**src/hw/feat_cfg.svh**
```systemverilog
// feature register bank constants: addresses, bit positions, defaults
// included by the bank module and the bench top
`ifndef FEAT_CFG_SVH
`define FEAT_CFG_SVH
`define ADDR_LOCK       8'hA0
`define ADDR_OPT        8'hB0
`define ADDR_STAT       8'hC0
`define ADDR_THRESH     8'h10
`define OP_SET_FEATURE  8'h1F
`define OP_GET_FEATURE  8'h0F
`define OP_WRITE_EN     8'h06
`define OP_WRITE_DIS    8'h04
`define OP_PROTECT_EXE  8'h2A
`define LOCK_WD_BIT     7
`define LOCK_RANGE_HI   5
`define LOCK_RANGE_LO   3
`define LOCK_WMASK      8'hB8
`define OPT_WMASK       8'h57
`define LOCK_DEFAULT    8'h38
`define OPT_DEFAULT     8'h12
`define THRESH_WMASK    8'hF0
`define THRESH_DEFAULT  8'h00
`define OPT_IDR_BIT     6
`define OPT_ECC_BIT     4
`define OPT_PRT_BIT     2
`define OPT_HSE_BIT     1
`define OPT_HOLD_BIT    0
`define ECC_NONE        2'h0
`define ECC_FIX_LOW     2'h1
`define ECC_UNFIXABLE   2'h2
`define ECC_FIX_HIGH    2'h3
`endif

```
**src/hw/feat_pkg.sv**
```systemverilog
// types shared by the feature register bank
// constants live in feat_cfg.svh
package feat_pkg;
  typedef enum logic [1:0]
  {
    ST_OPCODE = 2'b00,
    ST_ADDR   = 2'b01,
    ST_DATA   = 2'b10,
    ST_IGNORE = 2'b11
  } link_state_t;
endpackage

```
**src/hw/feat_regs.sv**
```systemverilog
// feature/status register bank of a serial nand device, spi mode 0
// assumes sck, cs and mosi come from another domain; array engine on clk_i
`timescale 1ns/100ps
`include "feat_cfg.svh"
module feat_regs
  import feat_pkg::*;
(
  input  wire logic       clk_i,             // system clock 100 MHz
  input  wire logic       resetn_i,          // power-on reset, low active
  input  wire logic       sck_i,             // serial clock from host
  input  wire logic       cs_n_i,            // chip select, low active
  input  wire logic       mosi_i,            // serial data in
  input  wire logic       wp_n_i,            // write protect pin, low active
  input  wire logic       busy_i,            // array engine busy
  input  wire logic       result_valid_i,    // engine result strobe
  input  wire logic       result_prog_i,     // result is program/protect
  input  wire logic       result_erase_i,    // result is erase
  input  wire logic       result_fail_i,     // operation failed
  input  wire logic       ecc_valid_i,       // page read ecc strobe
  input  wire logic       ecc_uncorr_i,      // uncorrectable flips
  input  wire logic [3:0] ecc_flips_i,       // corrected flip count
  output logic            miso_o,            // serial data out
  output logic            miso_oe_n_o,       // miso drive enable, low
  output logic [7:0]      opcode_o,          // last opcode taken
  output logic            opcode_valid_o,    // pulse: opcode taken
  output logic            id_page_read_select_o,   // id read mode
  output logic            ecc_enable_o,            // internal ecc on
  output logic            protection_arm_o,        // option byte prt bit
  output logic            fast_page_read_enable_o, // high speed read
  output logic            hold_disable_o,          // hold function off
  output logic [2:0]      lock_range_o,            // locked region code
  output logic            write_permit_latch_o     // write enable latch
);

  logic [2:0]  sck_sync_reg;
  logic [1:0]  cs_sync_reg;
  logic [1:0]  mosi_sync_reg;
  logic [1:0]  wp_sync_reg;
  logic        sck_prev_reg;
  logic        cs_prev_reg;
  link_state_t state_reg;
  logic [2:0]  bit_cnt_reg;
  logic [7:0]  shift_reg;
  logic [7:0]  addr_reg;
  logic [7:0]  data_reg;
  logic        set_pending_reg;
  logic        get_active_reg;
  logic [7:0]  out_byte_reg;
  logic [2:0]  out_cnt_reg;
  logic [7:0]  lock_reg;
  logic [7:0]  opt_reg;
  logic [7:0]  thresh_reg;
  logic [1:0]  ecc_stat_reg;
  logic        prog_fail_reg;
  logic        erase_fail_reg;
  logic        wel_reg;
  logic        busy_reg;

  logic        sck_rise;
  logic        sck_fall;
  logic        cs_low;
  logic        cs_rise;
  logic        byte_done;
  logic [7:0]  byte_in;
  logic [7:0]  rd_byte;

  // bit 0 is the first stage; logic reads only the last stage of each
  always_ff @(posedge clk_i or negedge resetn_i)
  begin
    if (!resetn_i)
    begin
      sck_sync_reg  <= 3'h0;
      cs_sync_reg   <= 2'h3;
      mosi_sync_reg <= 2'h0;
      wp_sync_reg   <= 2'h3;
      sck_prev_reg  <= 1'b0;
      cs_prev_reg   <= 1'b1;
    end
    else
    begin
      sck_sync_reg  <= {sck_sync_reg[1:0], sck_i};
      cs_sync_reg   <= {cs_sync_reg[0], cs_n_i};
      mosi_sync_reg <= {mosi_sync_reg[0], mosi_i};
      wp_sync_reg   <= {wp_sync_reg[0], wp_n_i};
      sck_prev_reg  <= sck_sync_reg[2];
      cs_prev_reg   <= cs_sync_reg[1];
    end
  end

  assign sck_rise  = sck_sync_reg[2] & ~sck_prev_reg;
  assign sck_fall  = ~sck_sync_reg[2] & sck_prev_reg;
  assign cs_low    = ~cs_sync_reg[1];
  assign cs_rise   = cs_sync_reg[1] & ~cs_prev_reg;
  assign byte_in   = {shift_reg[6:0], mosi_sync_reg[1]};
  assign byte_done = cs_low & sck_rise & (bit_cnt_reg == 3'h7);

  // read value of an addressed feature byte, reserved bits forced to zero
  function automatic logic [7:0] feat_read(input logic [7:0] addr);
    logic [7:0] val;
    val = 8'h00;
    if (addr == `ADDR_LOCK)
      val = lock_reg & `LOCK_WMASK;
    else if (addr == `ADDR_OPT)
      val = opt_reg & `OPT_WMASK;
    else if (addr == `ADDR_STAT)
      val = {2'h0, ecc_stat_reg, prog_fail_reg,
             erase_fail_reg, wel_reg, busy_reg};
    else if (addr == `ADDR_THRESH)
      val = thresh_reg & `THRESH_WMASK;
    return val;
  endfunction

  // a process, not an assign, so register reads inside the function wake it
  always_comb
    rd_byte = feat_read(addr_reg);

  // command framing over the serial link
  always_ff @(posedge clk_i or negedge resetn_i)
  begin
    if (!resetn_i)
    begin
      state_reg       <= ST_OPCODE;
      bit_cnt_reg     <= 3'h0;
      shift_reg       <= 8'h00;
      addr_reg        <= 8'h00;
      data_reg        <= 8'h00;
      set_pending_reg <= 1'b0;
      get_active_reg  <= 1'b0;
      opcode_o        <= 8'h00;
      opcode_valid_o  <= 1'b0;
    end
    else
    begin
      opcode_valid_o <= 1'b0;
      if (!cs_low)
      begin
        state_reg      <= ST_OPCODE;
        bit_cnt_reg    <= 3'h0;
        get_active_reg <= 1'b0;
        if (cs_rise)
          set_pending_reg <= 1'b0;
      end
      else if (sck_rise)
      begin
        shift_reg   <= byte_in;
        bit_cnt_reg <= bit_cnt_reg + 3'h1;
        if (byte_done)
        begin
          case (state_reg)
            ST_OPCODE:
            begin
              opcode_o       <= byte_in;
              opcode_valid_o <= 1'b1;
              if (byte_in == `OP_SET_FEATURE ||
                  byte_in == `OP_GET_FEATURE)
                state_reg <= ST_ADDR;
              else
                state_reg <= ST_IGNORE;
            end
            ST_ADDR:
            begin
              addr_reg <= byte_in;
              if (opcode_o == `OP_GET_FEATURE)
              begin
                get_active_reg <= 1'b1;
                state_reg      <= ST_IGNORE;
              end
              else
                state_reg <= ST_DATA;
            end
            ST_DATA:
            begin
              data_reg        <= byte_in;
              set_pending_reg <= 1'b1;
              state_reg       <= ST_IGNORE;
            end
            default:
              state_reg <= ST_IGNORE;
          endcase
        end
      end
    end
  end

  // output shifter: reload each byte so live status is seen every repeat
  always_ff @(posedge clk_i or negedge resetn_i)
  begin
    if (!resetn_i)
    begin
      out_byte_reg <= 8'h00;
      out_cnt_reg  <= 3'h0;
      miso_o       <= 1'b0;
      miso_oe_n_o  <= 1'b1;
    end
    else if (!get_active_reg)
    begin
      out_cnt_reg <= 3'h0;
      miso_o      <= 1'b0;
      miso_oe_n_o <= 1'b1;
    end
    else if (sck_fall)
    begin
      miso_oe_n_o <= 1'b0;
      if (out_cnt_reg == 3'h0)
      begin
        out_byte_reg <= {rd_byte[6:0], 1'b0};
        miso_o       <= rd_byte[7];
      end
      else
      begin
        out_byte_reg <= {out_byte_reg[6:0], 1'b0};
        miso_o       <= out_byte_reg[7];
      end
      out_cnt_reg <= out_cnt_reg + 3'h1;
    end
  end

  // feature bytes, written on chip select rise; reset commands leave them
  always_ff @(posedge clk_i or negedge resetn_i)
  begin
    if (!resetn_i)
    begin
      lock_reg   <= `LOCK_DEFAULT;
      opt_reg    <= `OPT_DEFAULT;
      thresh_reg <= `THRESH_DEFAULT;
    end
    else if (cs_rise && set_pending_reg)
    begin
      if (addr_reg == `ADDR_LOCK)
      begin
        if (!(!wp_sync_reg[1] && lock_reg[`LOCK_WD_BIT]))
          lock_reg <= data_reg & `LOCK_WMASK;
      end
      else if (addr_reg == `ADDR_OPT)
        opt_reg <= data_reg & `OPT_WMASK;
      else if (addr_reg == `ADDR_THRESH)
        thresh_reg <= data_reg & `THRESH_WMASK;
    end
  end

  // status bits; a new result wins over the clear by an accepted command
  always_ff @(posedge clk_i or negedge resetn_i)
  begin
    if (!resetn_i)
    begin
      ecc_stat_reg   <= `ECC_NONE;
      prog_fail_reg  <= 1'b0;
      erase_fail_reg <= 1'b0;
      wel_reg        <= 1'b0;
      busy_reg       <= 1'b0;
    end
    else
    begin
      busy_reg <= busy_i;
      if (result_valid_i && result_prog_i)
        prog_fail_reg <= result_fail_i;
      else if (opcode_valid_o && opcode_o != `OP_GET_FEATURE)
        prog_fail_reg <= 1'b0;
      if (result_valid_i && result_erase_i)
        erase_fail_reg <= result_fail_i;
      else if (opcode_valid_o && opcode_o != `OP_GET_FEATURE)
        erase_fail_reg <= 1'b0;
      if (ecc_valid_i)
      begin
        if (ecc_uncorr_i)
          ecc_stat_reg <= `ECC_UNFIXABLE;
        else if (ecc_flips_i == 4'h0)
          ecc_stat_reg <= `ECC_NONE;
        else if (ecc_flips_i >= thresh_reg[7:4])
          ecc_stat_reg <= `ECC_FIX_HIGH;
        else
          ecc_stat_reg <= `ECC_FIX_LOW;
      end
      if (opcode_valid_o && opcode_o == `OP_WRITE_EN)
        wel_reg <= 1'b1;
      else if (opcode_valid_o && opcode_o == `OP_WRITE_DIS)
        wel_reg <= 1'b0;
    end
  end

  // config outputs registered; quad loads need hold off, host's duty
  always_ff @(posedge clk_i or negedge resetn_i)
  begin
    if (!resetn_i)
    begin
      id_page_read_select_o   <= 1'b0;
      ecc_enable_o            <= 1'b1;
      protection_arm_o        <= 1'b0;
      fast_page_read_enable_o <= 1'b1;
      hold_disable_o          <= 1'b0;
      lock_range_o            <= 3'h7;
      write_permit_latch_o    <= 1'b0;
    end
    else
    begin
      id_page_read_select_o   <= opt_reg[`OPT_IDR_BIT];
      ecc_enable_o            <= opt_reg[`OPT_ECC_BIT];
      protection_arm_o        <= opt_reg[`OPT_PRT_BIT];
      fast_page_read_enable_o <= opt_reg[`OPT_HSE_BIT];
      hold_disable_o          <= opt_reg[`OPT_HOLD_BIT];
      lock_range_o <= lock_reg[`LOCK_RANGE_HI:`LOCK_RANGE_LO];
      write_permit_latch_o    <= wel_reg;
    end
  end

endmodule

```
**config.mk**
```make
export PLATFORM = sky130hd
export DESIGN_NAME = feat_regs
export DESIGN_NICKNAME = d
export VERILOG_FILES = /design/src/hw/feat_pkg.sv /design/src/hw/feat_regs.sv
export VERILOG_INCLUDE_DIRS = /design/src /design/src/hw
export SDC_FILE = /design/constraint.sdc
export NUM_CORES = 1
export LEC_CHECK = 0
export ABC_AREA = 1
export CORE_AREA = 2 2 117 119
export DETAILED_ROUTE_END_ITERATION = 12
export DIE_AREA = 0 0 119 121
export DONT_BUFFER_PORTS = 1
export PLACE_DENSITY = 0.54
export SETUP_SLACK_MARGIN = 0.5
export SLEW_MARGIN = 20
export SYNTH_ARGS = -nofsm -noshare
export SYNTH_HDL_FRONTEND = slang
export SYNTH_SLANG_ARGS = --single-unit
```
**constraint.sdc**
```tcl
create_clock -name clk_i -period 2.92 [get_ports clk_i]
set_clock_uncertainty 0.05 [all_clocks]
set_input_delay 0.584 -clock clk_i [delete_from_list [all_inputs] [get_ports clk_i]]
set_output_delay 0.584 -clock clk_i [all_outputs]
set_load 0.01 [all_outputs]
```
Word level (Yosys, flattened, before mapping)
Cells that the tools add are included.
{"block": "classes", "n_lt_le_gt_ge": 1, "reduce_logical": 31, "mux": 42, "bitwise_logic": 12, "n_addsub": 2, "n_eq_ne": 15}
{"cell": "2-to-1 mux 8 bit", "count": 5}
{"cell": "2-to-1 mux 1 bit", "count": 25}
{"cell": "equality test 8 bit, second input constant", "count": 3}
{"cell": "AND reduction 4 bit", "count": 6}
{"cell": "equality test 8 x 3 -> 1 bit, second input constant", "count": 2}
{"cell": "equality test 8 x 4 -> 1 bit, second input constant", "count": 2}
{"cell": "equality test 8 x 5 -> 1 bit, second input constant", "count": 2}
{"cell": "nonzero test 2 bit", "count": 8}
{"cell": "2-to-1 mux 2 bit", "count": 7}
{"cell": "2-to-1 mux 3 bit", "count": 4}
{"cell": "!= test 8 x 4 -> 1 bit, second input constant", "count": 1}
{"cell": "logical AND 1 bit", "count": 7}
{"cell": "inverter 1 bit", "count": 7}
{"cell": "adder 3 x 1 -> 3 bit, second input constant", "count": 2}
{"cell": "AND reduction 2 bit", "count": 3}
{"cell": "AND reduction 3 bit", "count": 2}
{"cell": "bitwise AND 1 bit", "count": 5}
{"cell": "greater-or-equal comparator 4 bit", "count": 1}
{"cell": "logical NOT 4 bit", "count": 1}
{"cell": "!= test 2 x 1 -> 1 bit, second input constant", "count": 2}
{"cell": "case mux 2 bit (2 select lines)", "count": 1}
{"cell": "equality test 3 bit, second input constant", "count": 1}
{"cell": "logical NOT 3 bit", "count": 1}
{"cell": "equality test 2 x 1 -> 1 bit, second input constant", "count": 1}
{"cell": "other kinds (4)", "count": 4}
{"block": "totals", "out_inout_bits": 20, "regBits": 91, "wordCells": 137}

Longest topological paths before layout
Gate-level depths: netlist of run 1.
{"block": "depth", "word_depth": 8, "mapped_depth": 9}

Worst setup path after synthesis of run 1
No wires, ideal clock.
{"block": "synth_timing", "path_kind": "register -> register", "start": "register out_cnt_reg[0]", "end": "register out_byte_reg[6]", "stages_incl_launch_ff": 9, "period_less_slack_ns": 1.414, "t_arrival_ns": 1.241, "path_buffers": 1, "slack_ns": 1.506, "setup_time_ns": 0.123, "cell_sequence": "dfrtp_1 > inv_1 > ha_1 > inv_1 > nor2_1 > clkbuf_1 > nand2_1 > o21ai_0 > nand2_1"}
{"block": "synth_between", "elab_chain_cells": 2}
{"element": "start: declaration", "line_no": "feat_regs.sv:49", "rtl": "logic [2:0] out_cnt_reg;"}
{"element": "start signal: assignment", "line_no": "feat_regs.sv:214", "rtl": "out_cnt_reg <= out_cnt_reg + 3'h1;"}
{"element": "logical NOT 3 bit", "line_no": "feat_regs.sv:204", "rtl": "if (out_cnt_reg == 3'h0)"}
{"element": "2-to-1 mux 8 bit", "line_no": "feat_regs.sv:204"}
{"element": "end signal: assignment", "line_no": "feat_regs.sv:206", "rtl": "out_byte_reg <= {rd_byte[6:0], 1'b0};"}
{"element": "end signal: assignment", "line_no": "feat_regs.sv:211", "rtl": "out_byte_reg <= {out_byte_reg[6:0], 1'b0};"}
{"element": "end: declaration", "line_no": "feat_regs.sv:48", "rtl": "logic [7:0] out_byte_reg;"}
Every way passes these cells.
A chain may end at the register's enable or synchronous reset.

Worst setup path in the final report of run 1
{"block": "layout_timing", "start": "register out_cnt_reg[0]", "end": "register miso_o"}
{"block": "layout_between", "elab_chain_cells": 4}
{"element": "logical NOT 3 bit", "line_no": "feat_regs.sv:204"}
{"element": "2-to-1 mux 1 bit", "line_no": "feat_regs.sv:204"}
{"element": "2-to-1 mux 1 bit", "line_no": "feat_regs.sv:201", "rtl": "else if (sck_fall)"}
{"element": "2-to-1 mux 1 bit", "line_no": "feat_regs.sv:195", "rtl": "else if (!get_active_reg)"}
{"element": "end signal: assignment", "line_no": "feat_regs.sv:207", "rtl": "miso_o <= rd_byte[7];"}
{"element": "end signal: assignment", "line_no": "feat_regs.sv:212", "rtl": "miso_o <= out_byte_reg[7];"}
{"element": "end: declaration", "line_no": "feat_regs.sv:22", "rtl": "output logic miso_o,"}
Every way passes these cells. The select of a mux whose other input is x is not followed.

==> flow_metrics.tcl, run 1 <==
set metrics [dict create \
    num_rows 42 \
    drv_cap 0 \
    cts_tree "built" \
    timing.final.crit_share_pct 60.8 \
    antennaDiodeCount 0 \
    ys_seq_area_share_pct 59.2 \
    synthToLayoutAreaGrowth_pct 13.2 \
    worst-path-buf-inv 3 \
    leakage_uw 0.00200 \
    cts.clk_slew.worst_paths_ns 0.06 \
    fin_ws_ns 1.14 \
    die_x_um 119 \
    crit_required_ns 3.15 \
    core_um2 13100 \
    critPathCaptureType "flip-flop" \
    n_fill_cell 1325 \
    finalSetupTns_ns 0 \
    p_per_area_nw_per_um2 602 \
    synthesis.nets 418 \
    ys_ff_latch 90 \
    globalRouteTotalUtil_pct 12.0 \
    start_util_pct 29.3 \
    ys_async_sr_fraction_pct 100 \
    max_stage_delay_ns 0.47 \
    placed_cells 562 \
    grt_pass1_vias 2606 \
    relSlewSlack_pct 58.5 \
    drt-total-wl_mm 7.64 \
    grt_max_degree 75 \
    min_path_type "in2async" \
    critPathArrivalTime_ns 2.01 \
    worst_slew_pin_slew_ns 0.621 \
    cpLargestDelayFamily "simple AND/OR/NAND/NOR gates" \
    start_kind "flip-flop" \
    ir_worst_vdd_uv 248 \
    cp_common_cell "inv_1" \
    synth_warnings 0 \
    antenna_found_initial 0 \
    drt-vias-per-instance 4.41 \
    netlist_instances 393 \
    cts_buffers 9 \
    dr.pass1.iters 4 \
    gr-total-overflow 0 \
    worstPathCellList "inv_1 > ha_1 > inv_1 > nor2_1 > inv_1 > a21oi_1 > nand2_1 > nand2_1" \
    crit_type "reg2reg" \
    fp.dieH_um 121 \
    ioPinCount 37 \
    max_freq_mhz 563 \
    rsz0062_at_grt "false" \
    syn-cell-area_um2 3840 \
    drc 0 \
    dp_hpwl_mm 5.26 \
    r2r_setup_slack_ns 1.14 \
    seq_area_um2 2270 \
    synth-edff-count 0 \
    multi_input_area_um2 1300 \
    die_area_um2 14400 \
    htreeDepth 3 \
    path_max_fanout 11 \
    place_ws_ns 1.19 \
    gp_congestion 0.872 \
    instances_no_fill 579 \
    synth_area_per_cell_um2 9.76 \
    layout-drive-gt1-share_pct 14.4 \
    layout_min_cycle_time_ns 1.78 \
    clockBufferDepth 2 \
    report.final.slew_viol_count 0 \
    clock_latency_ns 0.34 \
    hold_violations 0 \
    ys_types 35 \
    drt_iter0_drc 154 \
    clockRootBuffer "clkbuf_16" \
    setup_viol 0 \
    antenna_left 0 \
    port_buffers 0 \
    status "finished clean" \
    fin_hold_ws_ns 0.0310 \
    wire_per_inst_um 13.2 \
    grt_pass1_wl_mm 13.3 \
    utilization_pct 33.2 \
    crit_slowest_cell "nor2_1" \
    dr_total_vias 2554 \
    synthFlopType "dfrtp_1" \
    cts_sinks 90 \
    nets 423 \
]
[what timing repair did]
item / in CTS / in global routing
resized for setup: 0 / 0
setup buffers: 0 / 0
hold buffers: 1 / 0
hold endpoints to repair: 74 / 0
[report_power, final]
part	switching, uW	total [uW]	leakage [uW]	internal [uW]
clock	483	1200	0.000144	712
combinational	80.9	108	0.000684	26.8
sequential	23.7	1310	0.00117	1290
[layer usage]
layer	vias to the layer above	part of all wire, %	GRT usage, %
met5	-	0	0
met4	0	2.6	6.18
met3	17	4.8	3.99
met2	51	45	18.1
met1	1208	47	15.3
li1	1278	-	-
[kinds of logic after synthesis]
group           count (synthesis)  share of synthesized area [%]
compound gates                 72                           11.2
xor+xnor                        1                          0.228
fa+ha+maj                       8                           2.61
buf+inv                        61                           6.85
flops                          90                           59.2
simple gates                  161                           19.9
[cell type report]
type / count / area share, %
clock inverters: 5 / 1.41
repair buffers: 1 / 0.634
clock buffers: 11 / 5.82
inverters: 54 / 4.81
multi-input cells: 242 / 30.0
well taps: 176 / 5.07
flip-flops and latches: 90 / 52.3
[Yosys cell counts, types with 6 or more instances]
cell	count	area share (%)
ha_1	8	2.6
o21ai_0	27	3.5
dfstp_2	16	11
nand3_1	27	3.5
o21ai_1	20	2.6
nor2_1	15	1.5
dfrtp_1	74	48
nand2_1	100	9.8
o21ai_2	6	1.4
a21oi_1	7	0.91
inv_1	49	4.8
[final timing paths]
check / cells past startpoint / from / end
max in group asynchronous: 1 / resetn_i / sck_sync_reg[2]
max: 8 / out_cnt_reg[0] / miso_o
min: 0 / resetn_i / fast_page_read_enable_o
min in group clk_i: 0 / wp_n_i / wp_sync_reg[0]
max reg2reg: 8 / out_cnt_reg[0] / miso_o
min reg2reg: 0 / sck_sync_reg[1] / sck_sync_reg[2]
[per-stage QoR]
| stage | cell area, um2 | power, uW |
|---|---|---|
| floorplan | 3840 | 1390 |
| global placement | 4000 | 1420 |
| detailed placement | 4000 | 1420 |
| CTS | 4340 | 2660 |
| global route | 4340 | 2730 |
| finish | 4340 | 2610 |
[cell usage in the layout (no fill, tap or decap), types with 2 or more instances in the layout]
cell          n
o21ai_0      27
o22ai_1       4
nor2_2        2
nor2_4        2
clkbuf_8      2
inv_2         3
nand2_1     100
a21oi_1       7
nor2_1       15
nand3_1      27
inv_6         2
inv_1        49
nand3_4       4
clkinvlp_4    3
nand2_4       2
o21ai_2       6
dfrtp_1      74
nor3_1        2
o21ai_1      20
ha_1          8
nand4_1       4
clkbuf_16     9
a21boi_1      2
dfstp_2      16
o21bai_1      2
Power figures use the tool's default switching activity.
==> run 2: changes to the inputs <==
--- a/config.mk
+++ b/config.mk
@@ -11,7 +11,7 @@
 export DETAILED_ROUTE_END_ITERATION = 12
 export DIE_AREA = 0 0 119 121
 export DONT_BUFFER_PORTS = 1
-export PLACE_DENSITY = 0.54
+export PLACE_DENSITY = 0.55
 export SETUP_SLACK_MARGIN = 0.5
 export SLEW_MARGIN = 20
 export SYNTH_ARGS = -nofsm -noshare
==> constraint.sdc (replaced) <==
create_clock -name clk_i -period 1.6 [get_ports clk_i]
set_clock_uncertainty 0.05 [all_clocks]
set_input_delay 0.32 -clock clk_i [delete_from_list [all_inputs] [get_ports clk_i]]
set_output_delay 0.32 -clock clk_i [all_outputs]
set_load 0.01 [all_outputs]
==> run 2 against run 1 <==
Compared with the run above: the run now ends with hold timing left; die area is the same; sequential power up 83%; global-route usage grew 1.5 points; critical path depth unchanged; sequential share of layout area fell by 9.0 points; clock power grew 91%; clock-buffer cell count rose by 1; combinational power rose by 120%; non-clock buffer count up 40; first-iteration DRC count is 38% higher; design area increased by 21%; final cell count is 8.5% higher.
==> flow_metrics.tcl, run 2 (synthesis gave the netlist of run 1 again) <==
set metrics [dict create \
    crit_slowest_cell "dfrtp_1" \
    globalRouteTotalUtil_pct 13.4 \
    path_max_fanout 5 \
    reg2reg_to "opcode_o[4]" \
    drv_cap 0 \
    dr_total_vias 2901 \
    antenna_found_initial 0 \
    violations "hold timing" \
    reg2regPathDepth 8 \
    critical_path.endpoint "opcode_o[4]" \
    layout-drive-gt1-share_pct 46.0 \
    fp.dieH_um 121 \
    finalSetupTns_ns 0 \
    grt_pass1_vias 2884 \
    cts.clk_slew.worst_paths_ns 0.07 \
    antenna_left 0 \
    n_fill_cell 1210 \
    worst_slew_pin_slew_ns 0.293 \
    ir_worst_vdd_uv 625 \
    r2r_start "sck_prev_reg" \
    drt_iter0_drc 213 \
    die_x_um 119 \
    htreeDepth 3 \
    p_per_area_nw_per_um2 933 \
    final_common_cell "nand2_1" \
    timing.final.crit_share_pct 85.9 \
    relSlewSlack_pct 80.3 \
    gr-total-overflow 0 \
    die_area_um2 14400 \
    gp_congestion 0.811 \
    worstPathCellList "inv_2 > nand2_4 > nor2_8 > nand2_8 > clkinv_8 > nand3_4 > nand2_1 > o21ai_1" \
    grt_max_degree 91 \
    drt-total-wl_mm 9.07 \
    leakage_uw 0.00227 \
    core_um2 13100 \
    dr.pass1.iters 4 \
    clockBufferDepth 2 \
    critPathArrivalTime_ns 1.54 \
    max_stage_delay_ns 0.43 \
    utilization_pct 40.3 \
    status "finished with violations" \
    grt_pass1_wl_mm 15.0 \
    port_buffers 0 \
    clock_latency_ns 0.34 \
    start_util_pct 29.3 \
    antennaDiodeCount 0 \
    nets 472 \
    instances_no_fill 628 \
    setup_viol 0 \
    cts_buffers 9 \
    cts_tree "built" \
    dp_hpwl_mm 5.35 \
    max_freq_mhz 728 \
    crit_type "reg2reg" \
    clockRootBuffer "clkbuf_16" \
    ioPinCount 37 \
    min_path_type "in2async" \
    drt-vias-per-instance 4.62 \
    drc 0 \
    wire_per_inst_um 14.4 \
    rsz0062_at_grt "true" \
    layout_min_cycle_time_ns 1.37 \
    num_rows 42 \
    start_kind "flip-flop" \
    synthToLayoutAreaGrowth_pct 37.5 \
    crit_required_ns 1.77 \
    report.final.slew_viol_count 0 \
    placed_cells 569 \
    layout_common_cells "68 x nand2_1, 64 x dfrtp_1, 36 x inv_1" \
    hold_violations 90 \
    fin_hold_ws_ns -0.382 \
    fin_total_pwr_uw 4920 \
    cts_hold_buf 5 \
    cts_sinks 90 \
    r2r_setup_slack_ns 0.23 \
    critPathCaptureType "flip-flop" \
    startpoint "sck_prev_reg" \
]
-- run 2: changes by cell type in the layout (fill, tap and decap cells not counted), sizes merged --
| cell | delta |
|---|---|
| buf | +34 |
| nand3 | +6 |
| dlygate4sd3 | +5 |
| inv | -5 |
| clkinvlp | +3 |
| clkbuf | +2 |
| clkinv | +2 |
| bufinv | +1 |
| nor2 | +1 |
-- run 2: how the worst min path moves through the flow --
stage	to	slack [ns]	cells after the start
4_1_cts	wel_reg	-0.39	0
5_1_grt	data_reg[6]	-0.40	0
3_3_place_gp	busy_reg	-0.02	0
3_5_place_dp	hold_disable_o	-0.02	0
2_1_floorplan	addr_reg[0]	-0.03	0
6_report	opt_reg[2]	-0.38	0
-- run 2: cell type report --
| cell class | instances | area, um2 | share of cell area, % |
|---|---|---|---|
| Clock buffer | 12 | 246 | 4.67 |
| Tap cell | 176 | 220 | 4.17 |
| Timing Repair inverter | 2 | 23.8 | 0.451 |
| Sequential cell | 90 | 2280 | 43.3 |
| Inverter | 54 | 236 | 4.48 |
| Timing Repair Buffer | 41 | 400 | 7.59 |
| Clock inverter | 4 | 75.1 | 1.42 |
| Multi-Input combinational cell | 249 | 1790 | 33.9 |
-- run 2: metal layers --
metal	global-route usage, %	wire length, um	part of all wire (%)
met3	4.75	475	5.2
met5	0	0	0
met1	16.8	3950	44
met2	21.4	4490	50
met4	5.13	154	1.7
-- run 2: repair_timing --
action / 4_1_cts / 5_1_grt
endpoints found under the setup margin: 86 / 86
endpoints found under the hold margin: 95 / 90
gates resized for setup: 76 / 74
buffers inserted: 17 / 10
pin swaps: 26 / 24
gates cloned: 9 / 2
-- run 2: per-stage QoR --
| stage | setup slack [ns] | hold WS, ns | cell area (um2) |
|---|---|---|---|
| after floorplan | 0.276 | -0.0256 | 3890 |
| after global placement | 0.147 | -0.0229 | 4100 |
| after detailed placement | 0.139 | -0.0224 | 4100 |
| after CTS | 0.246 | -0.390 | 4950 |
| after global routing | 0.134 | -0.400 | 5280 |
| final | 0.225 | -0.382 | 5280 |
-- run 2: worst max-delay path, delay by kind of cell, from the launching register on --
kind            cells  cell delay, ns
flops               1            0.43
compound gates      1            0.07
simple gates        5            0.52
buf+inv             2            0.18
-- run 2: power breakdown --
| group | switching [uW] | leakage [uW] | internal, uW |
|---|---|---|---|
| Clock | 877 | 0.000149 | 1410 |
| Sequential | 48.1 | 0.00115 | 2350 |
| Combinational | 150 | 0.000968 | 83.6 |
| Total | 1080 | 0.00227 | 3850 |
==> run 3: changes to the inputs <==
--- a/config.mk
+++ b/config.mk
@@ -11,6 +11,7 @@
 export DETAILED_ROUTE_END_ITERATION = 12
 export DIE_AREA = 0 0 119 121
 export DONT_BUFFER_PORTS = 1
+export HOLD_SLACK_MARGIN = 0.1
 export PLACE_DENSITY = 0.55
 export SETUP_SLACK_MARGIN = 0.5
 export SLEW_MARGIN = 20
==> run 3 against run 2 <==
Compared with the run above: the flow still finishes with violations (hold timing); critical path depth unchanged; first-iteration DRC count decreased by 0.94%; core utilization increased by 0.46 points; die area unchanged; non-clock buffer count increased by 6; combinational power increased by 5%; critical endpoint unchanged; largest power group unchanged.
==> flow_metrics.tcl, run 3 (synthesis gave the netlist of run 1 again) <==
set metrics [dict create \
    status "finished with violations" \
    violations "hold timing" \
    ir_worst_vdd_uv 620 \
    final_common_cell "nand2_1" \
    htreeDepth 3 \
    clockRootBuffer "clkbuf_16" \
    cts_tree "built" \
    reg2reg_to "opcode_o[4]" \
    max_freq_mhz 724 \
    num_rows 42 \
    cts_sinks 90 \
    met3_length_um 447 \
    fp.dieH_um 121 \
    crit_required_ns 1.77 \
    clock_power_share_pct 46.4 \
    r2r_setup_slack_ns 0.22 \
    met1_length_mm 3.95 \
    critPathCaptureType "flip-flop" \
    core_um2 13100 \
    fin_hold_ws_ns -0.380 \
    drt-total-wl_mm 9.09 \
    grt_pass1_vias 2908 \
    cpLargestDelayFamily "simple AND/OR/NAND/NOR gates" \
    synthToLayoutAreaGrowth_pct 39.1 \
    clock_latency_ns 0.34 \
    setup_viol 0 \
    worst-path-buf-inv 2 \
    antenna_left 0 \
    grt_max_degree 91 \
    max_stage_delay_ns 0.43 \
    clockBufferDepth 2 \
    path_max_fanout 5 \
    worstPathCellList "inv_2 > nand2_4 > nor2_8 > nand2_8 > clkinv_8 > nand3_4 > nand2_1 > o21ai_1" \
    drt_iter0_drc 211 \
    crit_type "reg2reg" \
    dp_hpwl_mm 5.35 \
    power.switching_uw 1070 \
    grt_pass1_wl_mm 15.1 \
    route.met2.wl_mm 4.53 \
    antennaDiodeCount 0 \
    place_ws_ns 0.139 \
    finalSetupTns_ns 0 \
    die_area_um2 14400 \
    port_buffers 0 \
    p_per_area_nw_per_um2 924 \
    critPathArrivalTime_ns 1.55 \
    r2r_start "sck_prev_reg" \
    cts_buffers 9 \
    wire_per_inst_um 14.3 \
    startpoint "sck_prev_reg" \
    top_layer "met4" \
    pwr-share-seq_pct 48.6 \
    antenna_found_initial 0 \
    nets 478 \
    cts.clk_slew.worst_paths_ns 0.07 \
    reg2regPathDepth 8 \
    relSlewSlack_pct 80.5 \
    leakage_uw 0.00229 \
    hold_violations 90 \
    timing.final.crit_share_pct 86.3 \
    rsz0062_at_grt "true" \
    drc 0 \
    die_x_um 119 \
    gr-total-overflow 0 \
    p_sw_share_pct 21.8 \
    gp_congestion 0.811 \
    worst_slew_pin_slew_ns 0.292 \
    min_path_type "in2async" \
    drv_cap 0 \
    crit_slowest_cell "dfrtp_1" \
    internal-power_uw 3860 \
    layout-drive-gt1-share_pct 45.4 \
    fin_ws_ns 0.220 \
    ioPinCount 37 \
    layout_common_cells "68 x nand2_1, 64 x dfrtp_1, 36 x inv_1" \
    globalRouteTotalUtil_pct 13.5 \
    n_fill_cell 1204 \
    report.final.slew_viol_count 0 \
    power_frac_comb_pct 5.0 \
    layout_min_cycle_time_ns 1.38 \
    start_kind "flip-flop" \
    dr.pass1.iters 4 \
    start_util_pct 29.3 \
    dr_total_vias 2904 \
    drt-vias-per-instance 4.58 \
]
## run 3: cell count changes in the layout (fill, tap and decap cells not counted), sizes merged
| cell | before | now |
|---|---|---|
| dlygate4sd3 | 5 | 11 |
## run 3: what timing repair did
item	CTS	global route
setup buffers	17	10
cloned	9	2
endpoints found under the hold margin	98	91
endpoints found under the setup margin	86	86
pin swaps	26	24
hold buffers	10	1
resized for setup	76	74
## run 3: layout make-up
class / count / area (um2) / area share (%)
sequential: 90 / 2280 / 42.8
multi-input combinational: 249 / 1790 / 33.5
clock buffer: 12 / 246 / 4.62
inverter: 54 / 236 / 4.43
tap: 176 / 220 / 4.13
timing repair buffer: 47 / 460 / 8.63
clock inverter: 4 / 75.1 / 1.41
timing repair inverter: 2 / 23.8 / 0.446
## run 3: worst max path at each step
stage | endpoint | cells past startpoint
CTS | out_byte_reg[6] | 8
detailed placement | prog_fail_reg | 5
global placement | out_byte_reg[7] | 6
floorplan | opcode_o[6] | 9
global route | lock_reg[7] | 8
finish | opcode_o[4] | 8
## run 3: per-layer routing
metal / global-route usage, % / vias to the layer above
met5: 0 / -
met3: 4.75 / 14
met4: 5.13 / 0
met2: 21.6 / 58
met1: 16.9 / 1416
li1: - / 1416
## run 3: worst reg2reg max path: stages (launching register included)
cell,delay [ns]
dfrtp_1,0.43
inv_2,0.09
nand2_4,0.06
nor2_8,0.16
nand2_8,0.10
clkinv_8,0.09
nand3_4,0.13
nand2_1,0.09
o21ai_1,0.07
## run 3: power groups by stage
stage | logic, uW | clock network [uW] | registers (uW)
4_1_cts | 209 | 2340 | 2390
3_5_place_dp | 162 | 0 | 2430
6_report | 245 | 2290 | 2400
3_3_place_gp | 158 | 0 | 2430
5_1_grt | 277 | 2450 | 2400
2_1_floorplan | 113 | 0 | 2420
## run 3: stage by stage
stage / instance area, um2 / hold slack, ns / utilization (%) / std cells / power [uW]
after global routing: 5340 / -0.400 / 40.8 / 634 / 5130
after floorplan: 3890 / -0.0256 / - / 393 / 2530
after CTS: 5000 / -0.390 / 38.2 / 621 / 4940
after global placement: 4100 / -0.0229 / 31.3 / 569 / 2590
final: 5340 / -0.380 / 40.8 / 634 / 4930
after detailed placement: 4100 / -0.0224 / 31.3 / 569 / 2600
